==> src/hw/tol_map.vh <==
// Command codes, field positions, reset values and timing for the turn-on limit block
// What this block does
// - Turn-on limit fault sets the other-fault summary bit, any response code.
// - Fault also sets output-voltage summary and turn-on-limit flag in voltage flags.
// - Fault notifies the host by asserting the alert line.
// - Action field 7:6; 00 ignore, 01 run for shutdown wait then act if fault remains.
// - Action 10 shuts down at once, then restarts per the restart count field.
// - Restart count field 5:3; zero latches off after shutdown.
// - Count 1 to 6: wait one restart period, retry, at most that many times.
// - Count 7: retry forever until commanded off or start-up succeeds.
// - Wait field 2:0; zero gives no shutdown wait, period of one ramp time.
// - Wait N gives N ms shutdown wait and N ramp times of restart period.
// - Unlisted action byte, action 11 included, is invalid data: flag and alert.
// - Code 64h sets ms from stop request until energy delivery stops.
// - Off wait 0 to 127.5 ms in 0.25 ms steps, linear 5-bit exponent format.
// - Internal delay up to 50 us added to off wait, also when it is zero.
// - Off wait or ramp writes out of range are invalid data: flag and alert.
// - Code 65h sets ramp time from end of off wait until target reaches zero.
// - Ramp time exponent -2, 0.25 ms per step, exponent resets to 11110b.
// - Ramp covers 0.5 to 31.75 ms; shorter values run as 0.5 ms.
// - Summary byte at 78h follows the detailed flags behind each bit.
// - Summary layout: busy, off, OV, OC, input UV, temp, comm/logic, other.
// - Fault when last voltage sample before limit expiry is under 87.5% of target.
// - Writing 80h to the summary byte clears the busy bit.
`ifndef TOL_MAP_VH
`define TOL_MAP_VH
`define TOL_CMD_ACTION   8'h63
`define TOL_CMD_OFF_WAIT 8'h64
`define TOL_CMD_OFF_RAMP 8'h65
`define TOL_CMD_SUMMARY  8'h78
`define TOL_BUSY_CLEAR   8'h80
`define TOL_ACT_IGNORE   2'h0
`define TOL_ACT_DELAYED  2'h1
`define TOL_ACT_NOW      2'h2
`define TOL_RETRY_FOREVER 3'h7
`define TOL_NVM_ACTION   8'h80
`define TOL_NVM_OFF_WAIT 16'hF800
`define TOL_NVM_OFF_RAMP 16'hF004
`define TOL_EXP_MIN      5'h1E
`define TOL_OFF_WAIT_MAX 20'h001FE
`define TOL_OFF_RAMP_MAX 20'h0007F
`define TOL_OFF_RAMP_MIN 20'h00002
`define TOL_QMS_NS       250000
`define TOL_CLK_NS       20
`define TOL_INT_DLY_NS   50000
`define TOL_QMS_PER_MS   4
`endif

==> src/hw/tol_ctrl.v <==
// Turn-on limit fault response, soft-off sequencer and fault summary byte
`timescale 1ns/1ns
`default_nettype none
`include "tol_map.vh"
module tol_ctrl #(
   parameter [31:0] QMS_CYC = `TOL_QMS_NS / `TOL_CLK_NS
) (
   input  wire        core_clk,
   input  wire        rst_n,
   input  wire        cmd_valid,
   input  wire        cmd_write,
   input  wire [7:0]  cmd_code,
   input  wire [15:0] cmd_wdata,
   output reg         cmd_ack_q,
   output reg  [15:0] cmd_rdata_q,
   input  wire        on_request,
   input  wire        limit_expired,
   input  wire        vout_valid,
   input  wire [15:0] vout_sample,
   input  wire [15:0] target_output_voltage,
   input  wire [6:0]  start_ramp_time,
   input  wire        busy_event,
   input  wire        clear_faults,
   input  wire        output_overvoltage_fault_flag,
   input  wire        output_overcurrent_summary,
   input  wire        input_undervoltage_summary,
   input  wire        temperature_summary,
   input  wire        comm_memory_logic_summary,
   output reg         convert_en_q,
   output reg         soft_off_ramp_q,
   output reg         turn_on_limit_flag_q,
   output reg         vout_summary_q,
   output reg         smb_alert_n_q
);

   localparam [31:0] INT_CYC = `TOL_INT_DLY_NS / `TOL_CLK_NS;
   localparam [3:0] S_IDLE  = 4'h0;
   localparam [3:0] S_START = 4'h1;
   localparam [3:0] S_RUN   = 4'h2;
   localparam [3:0] S_FWAIT = 4'h3;
   localparam [3:0] S_HICC  = 4'h4;
   localparam [3:0] S_LATCH = 4'h5;
   localparam [3:0] S_OWAIT = 4'h6;
   localparam [3:0] S_ORAMP = 4'h7;

   ////////////////////////////////////////////////////////////////////////////
   // Linear value to quarter-ms count; exponent below -2 gives all ones
   function [19:0] to_quarters;
      input [15:0] v;
      reg   [4:0]  e;
      begin
         e = v[15:11];
         if (v[10:0] == 11'h000)
            to_quarters = 20'h00000;
         else if (v[10] || (e[4] && e < `TOL_EXP_MIN))
            to_quarters = 20'hFFFFF;
         else if (e[4])
            to_quarters = {9'h000, v[10:0]} << (e - `TOL_EXP_MIN);
         // Larger shifts would wrap the 20-bit count back into range
         else if (e > 5'h08)
            to_quarters = 20'hFFFFF;
         else
            to_quarters = {9'h000, v[10:0]} << (e + 5'h02);
      end
   endfunction

   // Below 87.5% of target: 8*sample < 7*target
   function low_vout;
      input [15:0] s;
      input [15:0] t;
      begin
         low_vout = ({s, 3'h0}) < ({3'h0, t} * 19'd7);
      end
   endfunction

   ////////////////////////////////////////////////////////////////////////////
   reg  [7:0]  action_q;
   reg  [15:0] off_wait_q;
   reg  [15:0] off_ramp_q;
   reg         busy_q;
   reg         invalid_q;
   reg  [15:0] last_vout_q;
   reg  [3:0]  state_q;
   reg  [3:0]  state_d;
   reg  [2:0]  retries_q;
   reg  [2:0]  retries_d;
   reg  [31:0] cnt_q;
   reg  [31:0] cnt_d;
   reg         on_q;
   reg         fault_ev;
   reg         wr_bad;
   reg  [7:0]  summary;
   reg  [19:0] ramp_qms;

   wire [1:0]  act_code  = action_q[7:6];
   wire [2:0]  restart_n = action_q[5:3];
   wire [2:0]  wait_n    = action_q[2:0];
   wire        cnt_done  = (cnt_q == 32'h0);
   wire        wr        = cmd_valid && cmd_write;
   wire        wr_ok     = wr && !wr_bad;
   wire        wr_err    = wr && wr_bad;
   wire        off_cmd   = on_q && !on_request;
   wire        low_now   = low_vout(last_vout_q, target_output_voltage);
   // Zero wait field still gives one ramp time of restart period
   wire [31:0] hicc_cyc  = {29'h0, (wait_n == 3'h0) ? 3'h1 : wait_n} *
                           {25'h0, start_ramp_time} * QMS_CYC;
   wire [31:0] fwait_cyc = {29'h0, wait_n} * `TOL_QMS_PER_MS * QMS_CYC;
   wire [19:0] owait_qms = to_quarters(off_wait_q);
   // Loads one short: the ramp state also spends the edge at zero
   wire [31:0] ramp_cyc  = ramp_qms[6:0] * QMS_CYC - 32'h1;

   always @* begin
      ramp_qms = to_quarters(off_ramp_q);
      if (ramp_qms < `TOL_OFF_RAMP_MIN)
         ramp_qms = `TOL_OFF_RAMP_MIN;
   end

   ////////////////////////////////////////////////////////////////////////////
   // Invalid write detection
   always @* begin
      wr_bad = 1'b0;
      case (cmd_code)
         `TOL_CMD_ACTION:
            wr_bad = (cmd_wdata[7:6] == 2'h3) || (cmd_wdata[15:8] != 8'h00);
         `TOL_CMD_OFF_WAIT:
            wr_bad = to_quarters(cmd_wdata) > `TOL_OFF_WAIT_MAX;
         `TOL_CMD_OFF_RAMP:
            wr_bad = to_quarters(cmd_wdata) > `TOL_OFF_RAMP_MAX;
         `TOL_CMD_SUMMARY:
            wr_bad = (cmd_wdata != {8'h00, `TOL_BUSY_CLEAR});
         default:
            wr_bad = 1'b1;
      endcase
   end

   ////////////////////////////////////////////////////////////////////////////
   // Sequencer
   always @* begin
      state_d   = state_q;
      retries_d = retries_q;
      // Counter parks at zero between timed phases
      cnt_d     = cnt_done ? 32'h0 : cnt_q - 32'h1;
      fault_ev  = 1'b0;
      case (state_q)
         S_IDLE: begin
            // Fresh restart budget for the next turn-on
            retries_d = 3'h0;
            if (on_request && !on_q)
               state_d = S_START;
         end
         S_START: begin
            if (limit_expired) begin
               if (low_now) begin
                  fault_ev = 1'b1;
                  case (act_code)
                     `TOL_ACT_DELAYED: begin
                        state_d = S_FWAIT;
                        cnt_d   = fwait_cyc;
                     end
                     `TOL_ACT_NOW: begin
                        state_d = S_HICC;
                        cnt_d   = hicc_cyc;
                     end
                     default:
                        state_d = S_RUN;
                  endcase
               end else begin
                  state_d   = S_RUN;
                  retries_d = 3'h0;
               end
            end
         end
         S_FWAIT: begin
            if (cnt_done) begin
               if (low_now) begin
                  state_d = S_HICC;
                  cnt_d   = hicc_cyc;
               end else
                  state_d = S_RUN;
            end
         end
         S_HICC: begin
            // Shut down; a zero restart count latches at once, else decide on restart once the period runs out
            if (restart_n == 3'h0)
               state_d = S_LATCH;
            else if (cnt_done) begin
               if (restart_n == `TOL_RETRY_FOREVER)
                  state_d = S_START;
               else if (retries_q < restart_n) begin
                  state_d   = S_START;
                  retries_d = retries_q + 3'h1;
               end else
                  state_d = S_LATCH;
            end
         end
         S_OWAIT: begin
            if (cnt_done) begin
               state_d = S_ORAMP;
               cnt_d   = ramp_cyc;
            end
         end
         S_ORAMP: begin
            if (cnt_done)
               state_d = S_IDLE;
         end
         S_RUN, S_LATCH: begin
         end
         default:
            state_d = S_IDLE;
      endcase
      if (off_cmd) begin
         retries_d = 3'h0;
         if (state_q == S_START || state_q == S_RUN || state_q == S_FWAIT) begin
            state_d = S_OWAIT;
            cnt_d   = owait_qms[8:0] * QMS_CYC + INT_CYC;
         end else if (state_q != S_OWAIT && state_q != S_ORAMP)
            state_d = S_IDLE;
      end
   end

   ////////////////////////////////////////////////////////////////////////////
   // Summary byte built from the detailed flags behind it
   always @* begin
      summary = {busy_q, !convert_en_q, output_overvoltage_fault_flag,
                 output_overcurrent_summary, input_undervoltage_summary,
                 temperature_summary, comm_memory_logic_summary | invalid_q,
                 turn_on_limit_flag_q};
   end

   ////////////////////////////////////////////////////////////////////////////
   // Stored settings, sticky flags and registered outputs
   always @(posedge core_clk or negedge rst_n) begin
      if (!rst_n) begin
         action_q             <= `TOL_NVM_ACTION;
         off_wait_q           <= `TOL_NVM_OFF_WAIT;
         off_ramp_q           <= `TOL_NVM_OFF_RAMP;
         busy_q               <= 1'b0;
         invalid_q            <= 1'b0;
         last_vout_q          <= 16'h0000;
         state_q              <= S_IDLE;
         retries_q            <= 3'h0;
         cnt_q                <= 32'h0;
         on_q                 <= 1'b0;
         cmd_ack_q            <= 1'b0;
         cmd_rdata_q          <= 16'h0000;
         convert_en_q         <= 1'b0;
         soft_off_ramp_q      <= 1'b0;
         turn_on_limit_flag_q <= 1'b0;
         vout_summary_q       <= 1'b0;
         smb_alert_n_q        <= 1'b1;
      end else begin
         on_q            <= on_request;
         state_q         <= state_d;
         retries_q       <= retries_d;
         cnt_q           <= cnt_d;
         cmd_ack_q       <= cmd_valid;
         convert_en_q    <= (state_d == S_START) || (state_d == S_RUN) ||
                            (state_d == S_FWAIT) || (state_d == S_OWAIT);
         soft_off_ramp_q <= (state_d == S_ORAMP);
         if (vout_valid)
            last_vout_q <= vout_sample;
         if (wr_ok) begin
            case (cmd_code)
               `TOL_CMD_ACTION:   action_q   <= cmd_wdata[7:0];
               `TOL_CMD_OFF_WAIT: off_wait_q <= cmd_wdata;
               `TOL_CMD_OFF_RAMP: off_ramp_q <= cmd_wdata;
               default: ;
            endcase
         end
         // Hardware set wins over any clear in the same cycle
         // Busy clears only on the exact 0080h word
         if (busy_event)
            busy_q <= 1'b1;
         else if (wr_ok && cmd_code == `TOL_CMD_SUMMARY)
            busy_q <= 1'b0;
         if (wr_err)
            invalid_q <= 1'b1;
         else if (clear_faults)
            invalid_q <= 1'b0;
         if (fault_ev)
            turn_on_limit_flag_q <= 1'b1;
         else if (clear_faults)
            turn_on_limit_flag_q <= 1'b0;
         vout_summary_q <= fault_ev || (turn_on_limit_flag_q && !clear_faults) ||
                           output_overvoltage_fault_flag;
         // Alert stays low until the flags behind it are cleared
         if (fault_ev || wr_err)
            smb_alert_n_q <= 1'b0;
         else if (clear_faults)
            smb_alert_n_q <= 1'b1;
         if (cmd_valid && !cmd_write) begin
            case (cmd_code)
               `TOL_CMD_ACTION:   cmd_rdata_q <= {8'h00, action_q};
               `TOL_CMD_OFF_WAIT: cmd_rdata_q <= off_wait_q;
               `TOL_CMD_OFF_RAMP: cmd_rdata_q <= off_ramp_q;
               `TOL_CMD_SUMMARY:  cmd_rdata_q <= {8'h00, summary};
               default:           cmd_rdata_q <= 16'h0000;
            endcase
         end
      end
   end

endmodule // tol_ctrl
`default_nettype wire

==> config.mk <==
export PLATFORM = sky130hd
export DESIGN_NAME = tol_ctrl
export DESIGN_NICKNAME = d
export VERILOG_FILES = /design/src/hw/tol_ctrl.v
export VERILOG_INCLUDE_DIRS = /design/src /design/src/hw
export SDC_FILE = /design/constraint.sdc
export NUM_CORES = 1
export LEC_CHECK = 0
export ABC_AREA = 1
export ABC_CLOCK_PERIOD_IN_PS = 16400
export BUFFER_PORTS_ARGS = -buffer_cell sky130_fd_sc_hd__buf_2
export CORE_MARGIN = 2
export CORE_UTILIZATION = 35
export CTS_BUF_LIST = sky130_fd_sc_hd__clkbuf_16
export DETAILED_ROUTE_END_ITERATION = 8
export PLACE_DENSITY = 0.49
export SLEW_MARGIN = 20
export SYNTH_ARGS = -nofsm -noshare
export SYNTH_HDL_FRONTEND = slang
export SYNTH_SLANG_ARGS = --single-unit
==> constraint.sdc <==
create_clock -name core_clk -period 16.4 [get_ports core_clk]
set_clock_uncertainty 0.15 [all_clocks]
set_input_delay 3.28 -clock core_clk [delete_from_list [all_inputs] [get_ports core_clk]]
set_output_delay 3.28 -clock core_clk [all_outputs]
set_load 0.005 [all_outputs]
==> metrics.txt, run 1 <==
outcome=complete, no violations; Slew Viols, Final=0; initial antenna violation count=1; wire per inst=16.5 um; Initial Utilization=35.4%; GRT Resource Usage Total=21.1%; ANT cells=0; Setup crit start kind=input port; Final GP Congestion=0.903; Post-synth EDFFs=0; largest net degree at the start of global routing=66; average cell area after synthesis=7.03 um2; #FFs+latches synth=120; commonest non-fill, non-tap cell in the layout=nand2_1; Final Hold Viols=0; Syn Inst Count=2396; Total Wirelength=51.3 mm; dominant synthesized flop cell=dfrtp_1; clock network latency to the later pin of the worst-skew pair=0.45 ns; cell-internal power=749 uW; crit share post-route=56.1%; Max Cap Viol=0; FMAX=0.109 GHz; CTS clock-pin slew for the worst setup and hold paths=0.07 ns; clk root buf=clkbuf_16; Core ar.=0.0476 mm2; Tot Pwr=1.22 mW; Netlist cell types=68; dpl ws=6.79 ns; slew margin rel.=31.8%; first-pass GRT wire length=83.8 mm; die area=0.0499 mm2; layout net count=2868; Post-Syn Nets=2779; Final setup viols=0; WHS=0.325 ns; Worst Path Required=16.57 ns; DRC=0; Gate power share=36.2%; share of cells above drive strength 1=9.33%; Worst Setup Path Type=in2reg; Warnings, synthesis=0; FFs w/ async S/R, synth=100%; io pins=99; CTS Hold Bufs=0; Setup Buffers After CTS=0; dpl hpwl=42.9 mm; maximum VDD drop=0.0000651 V; routed vias=15900; crit path capture type=flip-flop; Via-to-Cell Ratio=5.09; CTS tree=done; CTS Buf Count=17; crit-path max FO=5; Final Util=38.9%; clock share of power=33.4%; slowest library cell on the worst path=fa_1; Switching Power=469 uW; post-route setup slack=7.20 ns; CTS resizes=0; row count=80; mapped cell area=0.0169 mm2; Vert. Die Dim=223 um; Seq/Total Area, Yosys=17.9%; DR pass1 iterations=6; PwrDens=65.7 mW/mm2; reg2reg start=action_q[1]; worst slew pin tran=1.02 ns; area growth from synthesis to layout=10.0%; vias in the first global route=15700; Seq pwr share=30.3%; min-delay src=off_ramp_q[15]; Setup TNS=0 ns; most frequent cells in the layout=nand2_1, inv_1, ha_1; CP Data Arrival Time=9.38 ns; Period minus WS final=9.20 ns; starting DRC count in detailed routing=984; sw frac=38.5%; # port buffers=98; Die Wd=223 um; GRT overflow=0; largest buffer count on any clock path=2; RSZ-0062 raised after global routing=false; slowest cell delay on critical path=0.55 ns; ANT nets after route=0; CP Launch Point=start_ramp_time[2]; Leak Pwr=9.99 nW; H-tree depth=4; hold crit path type=reg2reg; clock sinks=120
state kept, by name, indices dropped and copies added, names as in the netlist:
name,flops
cnt_q,32
cmd_rdata_q,16
last_vout_q,16
off_ramp_q,16
off_wait_q,16
action_q,8
state_q,4
retries_q,3
busy_q,1
cmd_ack_q,1
convert_en_q,1
invalid_q,1
on_q,1
smb_alert_n_q,1
soft_off_ramp_q,1
turn_on_limit_flag_q,1
vout_summary_q,1
power groups by stage:
stage               logic [mW]  clock network (mW)  registers (mW)
floorplan                0.324                   0           0.362
global placement         0.436                   0           0.374
detailed placement       0.440                   0           0.374
CTS                      0.444               0.414           0.369
global route             0.507               0.427           0.375
finish                   0.441               0.407           0.369
logic make-up after synthesis:
family	Yosys count	synth area share, %
muxes	16	1.07
AOI/OAI and AO/OA	425	14.5
buffers and inverters	451	10.7
xor gates and xnor gates	94	4.89
and+or+nand+nor	983	25.4
adders and majority gates	306	25.5
DFF	120	17.9
other	1	0.0223
critical path, delay by kind of cell:
kind	cells	cell delay, ns
adder cells (fa/ha/maj)	8	3.27
buffers and inverters	5	0.39
AND/OR/NAND/NOR	7	0.67
XOR/XNOR	2	0.38
AO/OA/AOI/OAI	8	1.41
through the flow:
| step | instances | area, um2 |
|---|---|---|
| after floorplan | 2396 | 16900 |
| after global placement | 3081 | 17900 |
| after detailed placement | 3081 | 17900 |
| after CTS | 3113 | 18500 |
| after global routing | 3113 | 18500 |
| final | 3113 | 18500 |
layout make-up:
| cell class | count | area [um2] |
|---|---|---|
| fillers | 5054 | 29100 |
| clock buffers | 17 | 425 |
| clock inverters | 15 | 185 |
| inverters | 416 | 1560 |
| flip-flops and latches | 120 | 3020 |
| repair buffers | 105 | 549 |
| well taps | 615 | 769 |
| multi-input cells | 1825 | 12000 |
synth_stat cells, types with 11 or more instances:
| library cell | instances | area (um2) |
|---|---|---|
| a31oi_1 | 14 | 87.6 |
| inv_1 | 402 | 1510 |
| dfstp_2 | 12 | 315 |
| nand2_2 | 11 | 68.8 |
| o21ai_1 | 52 | 260 |
| o21bai_1 | 11 | 82.6 |
| dfrtp_1 | 108 | 2700 |
| or2_2 | 12 | 75.1 |
| nand3_1 | 131 | 656 |
| o211ai_1 | 19 | 143 |
| nor4_1 | 11 | 68.8 |
| xor2_1 | 78 | 683 |
| nand4_1 | 31 | 194 |
| o22ai_1 | 21 | 131 |
| nor3_1 | 42 | 210 |
| mux2_2 | 16 | 180 |
| xnor2_1 | 16 | 140 |
| nand2_1 | 504 | 1890 |
| nor2_1 | 200 | 751 |
| o21ai_0 | 111 | 556 |
| clkbuf_1 | 14 | 52.6 |
| ha_1 | 243 | 3040 |
| fa_1 | 63 | 1260 |
| a21oi_1 | 138 | 691 |
layer usage:
layer  up-vias  track usage [%]  routed length [um]
met1      7473             28.0               24100
met3        45             2.62                1830
met2       297             36.5               24400
li1       8044                -                   -
met4         0             4.67                 979
met5         -                0                   0
worst paths after layout:
kind | slack, ns | to | cells after the start
min in group asynchronous | 2.69 | cnt_q[22] | 1
worst max-delay path | 7.20 | cnt_q[17] | 30
max in group asynchronous | 12.10 | cnt_q[5] | 2
worst min register to register | 0.33 | off_ramp_q[15] | 2
worst min-delay path | 0.33 | off_ramp_q[15] | 2
worst max register to register | 8.78 | cnt_q[17] | 34
No activity file was read; power rests on OpenSTA's default activity.
==> run 2: changes to the inputs <==
- ABC_AREA: 1 -> 0
- ABC_CLOCK_PERIOD_IN_PS: 16400 -> 8700
- clock period: 16.4 -> 8.7 ns (I/O delays scaled with it)
==> metrics.txt, run 2 <==
Leak Pwr=8.83 nW; area growth from synthesis to layout=11.2%; Post-synth EDFFs=0; largest net degree at the start of global routing=74; Vert. Die Dim=220 um; first-pass GRT wire length=77.2 mm; initial antenna violation count=2; cell taking the most area after synthesis=ha_1; vias in the first global route=14300; Setup crit start kind=input port; dpl hpwl=38.0 mm; share of cells above drive strength 1=15.7%; Max Cap Viol=0; maximum VDD drop=0.000142 V; dpl cell area=0.0176 mm2; row count=79; starting DRC count in detailed routing=913; Post-synth top cells=ha_1, inv_1, a21oi_1, nand2_1, nor2_1; average cell area after synthesis=8.74 um2; hold crit path type=reg2reg; footprint of the multi-input gates=0.0124 mm2; Yosys top cell area share=18.6%; Critical Path Stages=31; clock share of power=29.0%; most numerous cell in the Yosys netlist=ha_1; CP Launch Point=start_ramp_time[1]; Seq pwr share=28.9%; sw frac=39.2%; CTS tree=done; Setup Buffers After CTS=0; Initial Utilization=35.2%; GRT Resource Usage Total=20.0%; CTS Hold Bufs=0; crit-path max FO=3; ANT nets after route=0; post-route setup slack=0.658 ns; Worst Setup Path Type=in2reg; clock network latency to the later pin of the worst-skew pair=0.44 ns; dominant synthesized flop cell=dfrtp_1; outcome=complete, no violations; PwrDens=132 mW/mm2; Netlist cell types=84; # port buffers=98; Final Util=39.2%; Total Wirelength=47.2 mm; largest buffer count on any clock path=2; FFs w/ async S/R, synth=100%; clock sinks=120; slowest cell delay on critical path=0.54 ns; family with the most delay on the worst path=adder cells; Buf/Inv on CP=6; worst slew pin tran=1.11 ns; max FFs per register=32; dpl ws=0.218 ns; Setup TNS=0 ns; reg2reg start=off_ramp_q[11]; Final GP Congestion=0.849; CP Data Arrival Time=8.17 ns; slowest library cell on the worst path=fa_1; Via-to-Cell Ratio=5.48; Synth area leaders=ha_1, dfrtp_1, fa_1; mapped cell area=0.0163 mm2; Period minus WS final=8.04 ns; Switching Power=940 uW; GRT overflow=0; path depth of the worst reg2reg path=24; Syn Inst Count=1869; cell-internal power=1.46 mW; layout net count=2329; Final Non-Filler Cells=2567; FF+latch area=0.00302 mm2; Die Wd=220 um; Reg with most FFs=cnt_q; WHS=0.327 ns; # fillers=4693; H-tree depth=4; Tot Pwr=2.40 mW; routed vias=14100; cell area after layout=0.0182 mm2; crit-path most repeated cell=ha_1; Post-Syn Nets=2252; Final setup viols=0; CTS clock-pin slew for the worst setup and hold paths=0.06 ns; slew margin rel.=25.4%; #FFs+latches synth=120; die area=0.0484 mm2; Final Hold Viols=0; io pins=99; wire per inst=18.4 um; CTS Buf Count=17; Worst Path Required=8.83 ns; Hold Path Depth=1; Gate power share=42.1%; Seq/Total Area, Yosys=18.5%; DR pass1 iterations=5; crit share post-route=92.4%; Slew Viols, Final=0; Warnings, synthesis=0; crit path capture type=flip-flop; RSZ-0062 raised after global routing=false; clk root buf=clkbuf_16; min-delay src=cnt_q[0]; FMAX=0.124 GHz; DRC=0; CTS resizes=0; Core ar.=0.0464 mm2; commonest non-fill, non-tap cell in the layout=ha_1; placed cells=2534; most frequent cells in the layout=ha_1, inv_1, a21oi_1
## run 2: power groups by stage
stage	Sequential [mW]	Combinational [mW]	Clock (mW)
2_1_floorplan	0.675	0.723	0
3_3_place_gp	0.698	1.00	0
3_5_place_dp	0.699	1.01	0
4_1_cts	0.691	1.02	0.713
5_1_grt	0.700	1.15	0.738
6_report	0.692	1.01	0.695
## run 2: area by class of cell
cell class | instances | area share [%]
multi-input combinational | 1501 | 68.2
timing repair buffer | 138 | 4.39
antenna | 1 | 0.0138
inverter | 168 | 3.47
clock inverter | 15 | 0.778
clock buffer | 17 | 2.34
sequential | 120 | 16.6
tap | 607 | 4.18
## run 2: cell families after synthesis
logic type | after synthesis | synth area share [%]
buf+inv | 248 | 5.76
xor+xnor | 123 | 6.59
mux | 118 | 8.46
flops | 120 | 18.5
fa+ha+maj | 306 | 26.3
simple gates | 501 | 15.9
compound gates | 452 | 18.4
other cells | 1 | 0.0230
## run 2: final timing paths
check	end	slack, ns
setup / recovery	cnt_q[23]	0.66
hold / removal	cnt_q[0]	0.33
setup reg to reg	cnt_q[19]	0.80
hold reg to reg	cnt_q[0]	0.33
max in group asynchronous	last_vout_q[8]	6.06
min in group asynchronous	cmd_rdata_q[13]	1.18
## run 2: per-layer routing
| metal | global-route usage [%] | share of wire (%) | vias to the layer above |
|---|---|---|---|
| met3 | 2.48 | 3.5 | 58 |
| met5 | 0 | 0.025 | - |
| met2 | 34.4 | 48 | 306 |
| met4 | 5.91 | 2.6 | 2 |
| met1 | 26.2 | 46 | 6743 |
| li1 | - | - | 6951 |
==> run 3: changes to the inputs <==
--- a/config.mk
+++ b/config.mk
@@ -16,2 +16,3 @@
 export PLACE_DENSITY = 0.49
+export SKIP_CTS_REPAIR_TIMING = 1
 export SLEW_MARGIN = 20
==> constraint.sdc (replaced) <==
create_clock -name core_clk -period 8.7 [get_ports core_clk]
set_clock_uncertainty 0.15 [all_clocks]
set_input_delay 0.87 -clock core_clk [delete_from_list [all_inputs] [get_ports core_clk]]
set_output_delay 0.87 -clock core_clk [all_outputs]
set_load 0.005 [all_outputs]
==> metrics.txt, run 3 (same netlist as run 2, synthesis figures left out) <==
most frequent cells in the layout=ha_1, inv_1, a21oi_1; maximum VDD drop=0.000163 V; Register-to-Register Setup Slack=0.63 ns; Cell Chain, Critical Path=ha_1, xor2_1, a2111oi_0, o311ai_0, nor2_1, o2111ai_1, o21ai_0, a31o_2, ha_1, ha_1, ha_1, inv_1, fa_1, inv_1, ha_1, a211o_1, a2111oi_2, o21ai_1, a211o_1, a211o_1, or4_4, nor4b_4, nand2_1, a21oi_1; reg2reg start=off_ramp_q[12]; Tot Pwr=2.35 mW; reg-to-reg endpoint=cnt_q[29]; starting DRC count in detailed routing=882; max FFs per register=32; # port buffers=98; CP Data Arrival Time=8.28 ns; crit share post-route=92.8%; min-delay src=invalid_q; share of cells above drive strength 1=14.8%; slowest library cell on the worst path=dfstp_2; Max Cap Viol=0; largest net degree at the start of global routing=68; outcome=complete, no violations; wire per inst=18.7 um; Core ar.=0.0464 mm2; dpl cell area=0.0175 mm2; CP Capture Point=cnt_q[29]; H-tree depth=4; die area=0.0484 mm2; clk root buf=clkbuf_16; slew margin rel.=29.6%; Setup crit start kind=flip-flop; path depth of the worst reg2reg path=24; Via-to-Cell Ratio=5.56; hold crit path type=reg2reg; GRT overflow=0; Initial Utilization=35.2%; first-pass GRT wire length=77.1 mm; # fillers=4729; GRT Resource Usage Total=20.1%; area growth from synthesis to layout=10.2%; vias in the first global route=14500; crit path capture type=flip-flop; Worst Path Required=8.91 ns; CTS clock-pin slew for the worst setup and hold paths=0.06 ns; CTS Buf Count=17; worst slew pin tran=1.05 ns; CP Launch Point=off_ramp_q[12]; Final setup viols=0; layout net count=2312; DR WL met3=1.95 mm; FMAX=0.124 GHz; clock sinks=120; PwrDens=130 mW/mm2; commonest non-fill, non-tap cell in the layout=ha_1; crit-path most repeated cell=ha_1; CTS tree=done; Total Wirelength=47.7 mm; io pins=99; Vert. Die Dim=220 um; Reg with most FFs=cnt_q; slowest cell delay on critical path=0.72 ns; ANT nets after route=0; clock network latency to the later pin of the worst-skew pair=0.44 ns; met1 WL=21.4 mm; dpl hpwl=38.7 mm; Final Hold Viols=0; Final GP Congestion=0.864; met2 WL=23.0 mm; DR top layer=met4; routed vias=14200; crit-path max FO=16; DRC=0; Slew Viols, Final=0; Period minus WS final=8.07 ns; DR pass1 iterations=5; row count=79; Die Wd=220 um; RSZ-0062 raised after global routing=false; largest buffer count on any clock path=2; initial antenna violation count=1; Worst Setup Path Type=reg2reg; Leak Pwr=8.72 nW; Setup TNS=0 ns; cell area after layout=0.0180 mm2
[run 3: worst min path at each step]
stage | end | slack (ns) | depth (start not counted)
final | invalid_q | 0.33 | 1
after global routing | busy_q | 0.35 | 1
after CTS | cmd_rdata_q[15] | 0.33 | 2
after detailed placement | cmd_rdata_q[8] | 0.31 | 2
after global placement | invalid_q | 0.31 | 1
after floorplan | cnt_q[0] | 0.28 | 1
[run 3: stage by stage]
stage,setup slack [ns],std cells,hold slack [ns],util [%]
3_3_place_gp,0.802,2517,0.307,37.7
5_1_grt,0.110,2549,0.353,38.8
2_1_floorplan,1.54,1869,0.284,-
6_report,0.627,2550,0.326,38.8
4_1_cts,0.578,2549,0.330,38.8
3_5_place_dp,0.593,2517,0.314,37.7
[run 3: layer usage]
metal,GRT usage (%),up-vias
met2,34.7,372
met4,6.55,0
li1,-,6930
met5,0,-
met1,25.7,6794
met3,2.88,76
[run 3: power breakdown]
group / switching [mW] / internal [mW] / leakage, nW / total [mW]
Clock: 0.297 / 0.368 / 0.258 / 0.666
Combinational: 0.574 / 0.416 / 6.95 / 0.990
Sequential: 0.0663 / 0.623 / 1.51 / 0.690
Total: 0.938 / 1.41 / 8.72 / 2.35
[run 3: final cells by class]
class,count,area [um2],share of cell area (%)
Timing Repair Buffer,121,666,3.70
Sequential cell,120,3020,16.8
Antenna cell,1,2.50,0.0139
Inverter,168,631,3.50
Multi-Input combinational cell,1501,12400,68.8
Tap cell,607,759,4.22
Clock inverter,15,116,0.646
Clock buffer,17,425,2.36
[run 3: critical path: cells and delay by family (launching register included)]
family	cells	cell delay (ns)
fa+ha+maj	6	2.00
compound gates	11	3.43
simple gates	4	1.23
flops	1	0.72
xor+xnor	1	0.35
buf+inv	2	0.10
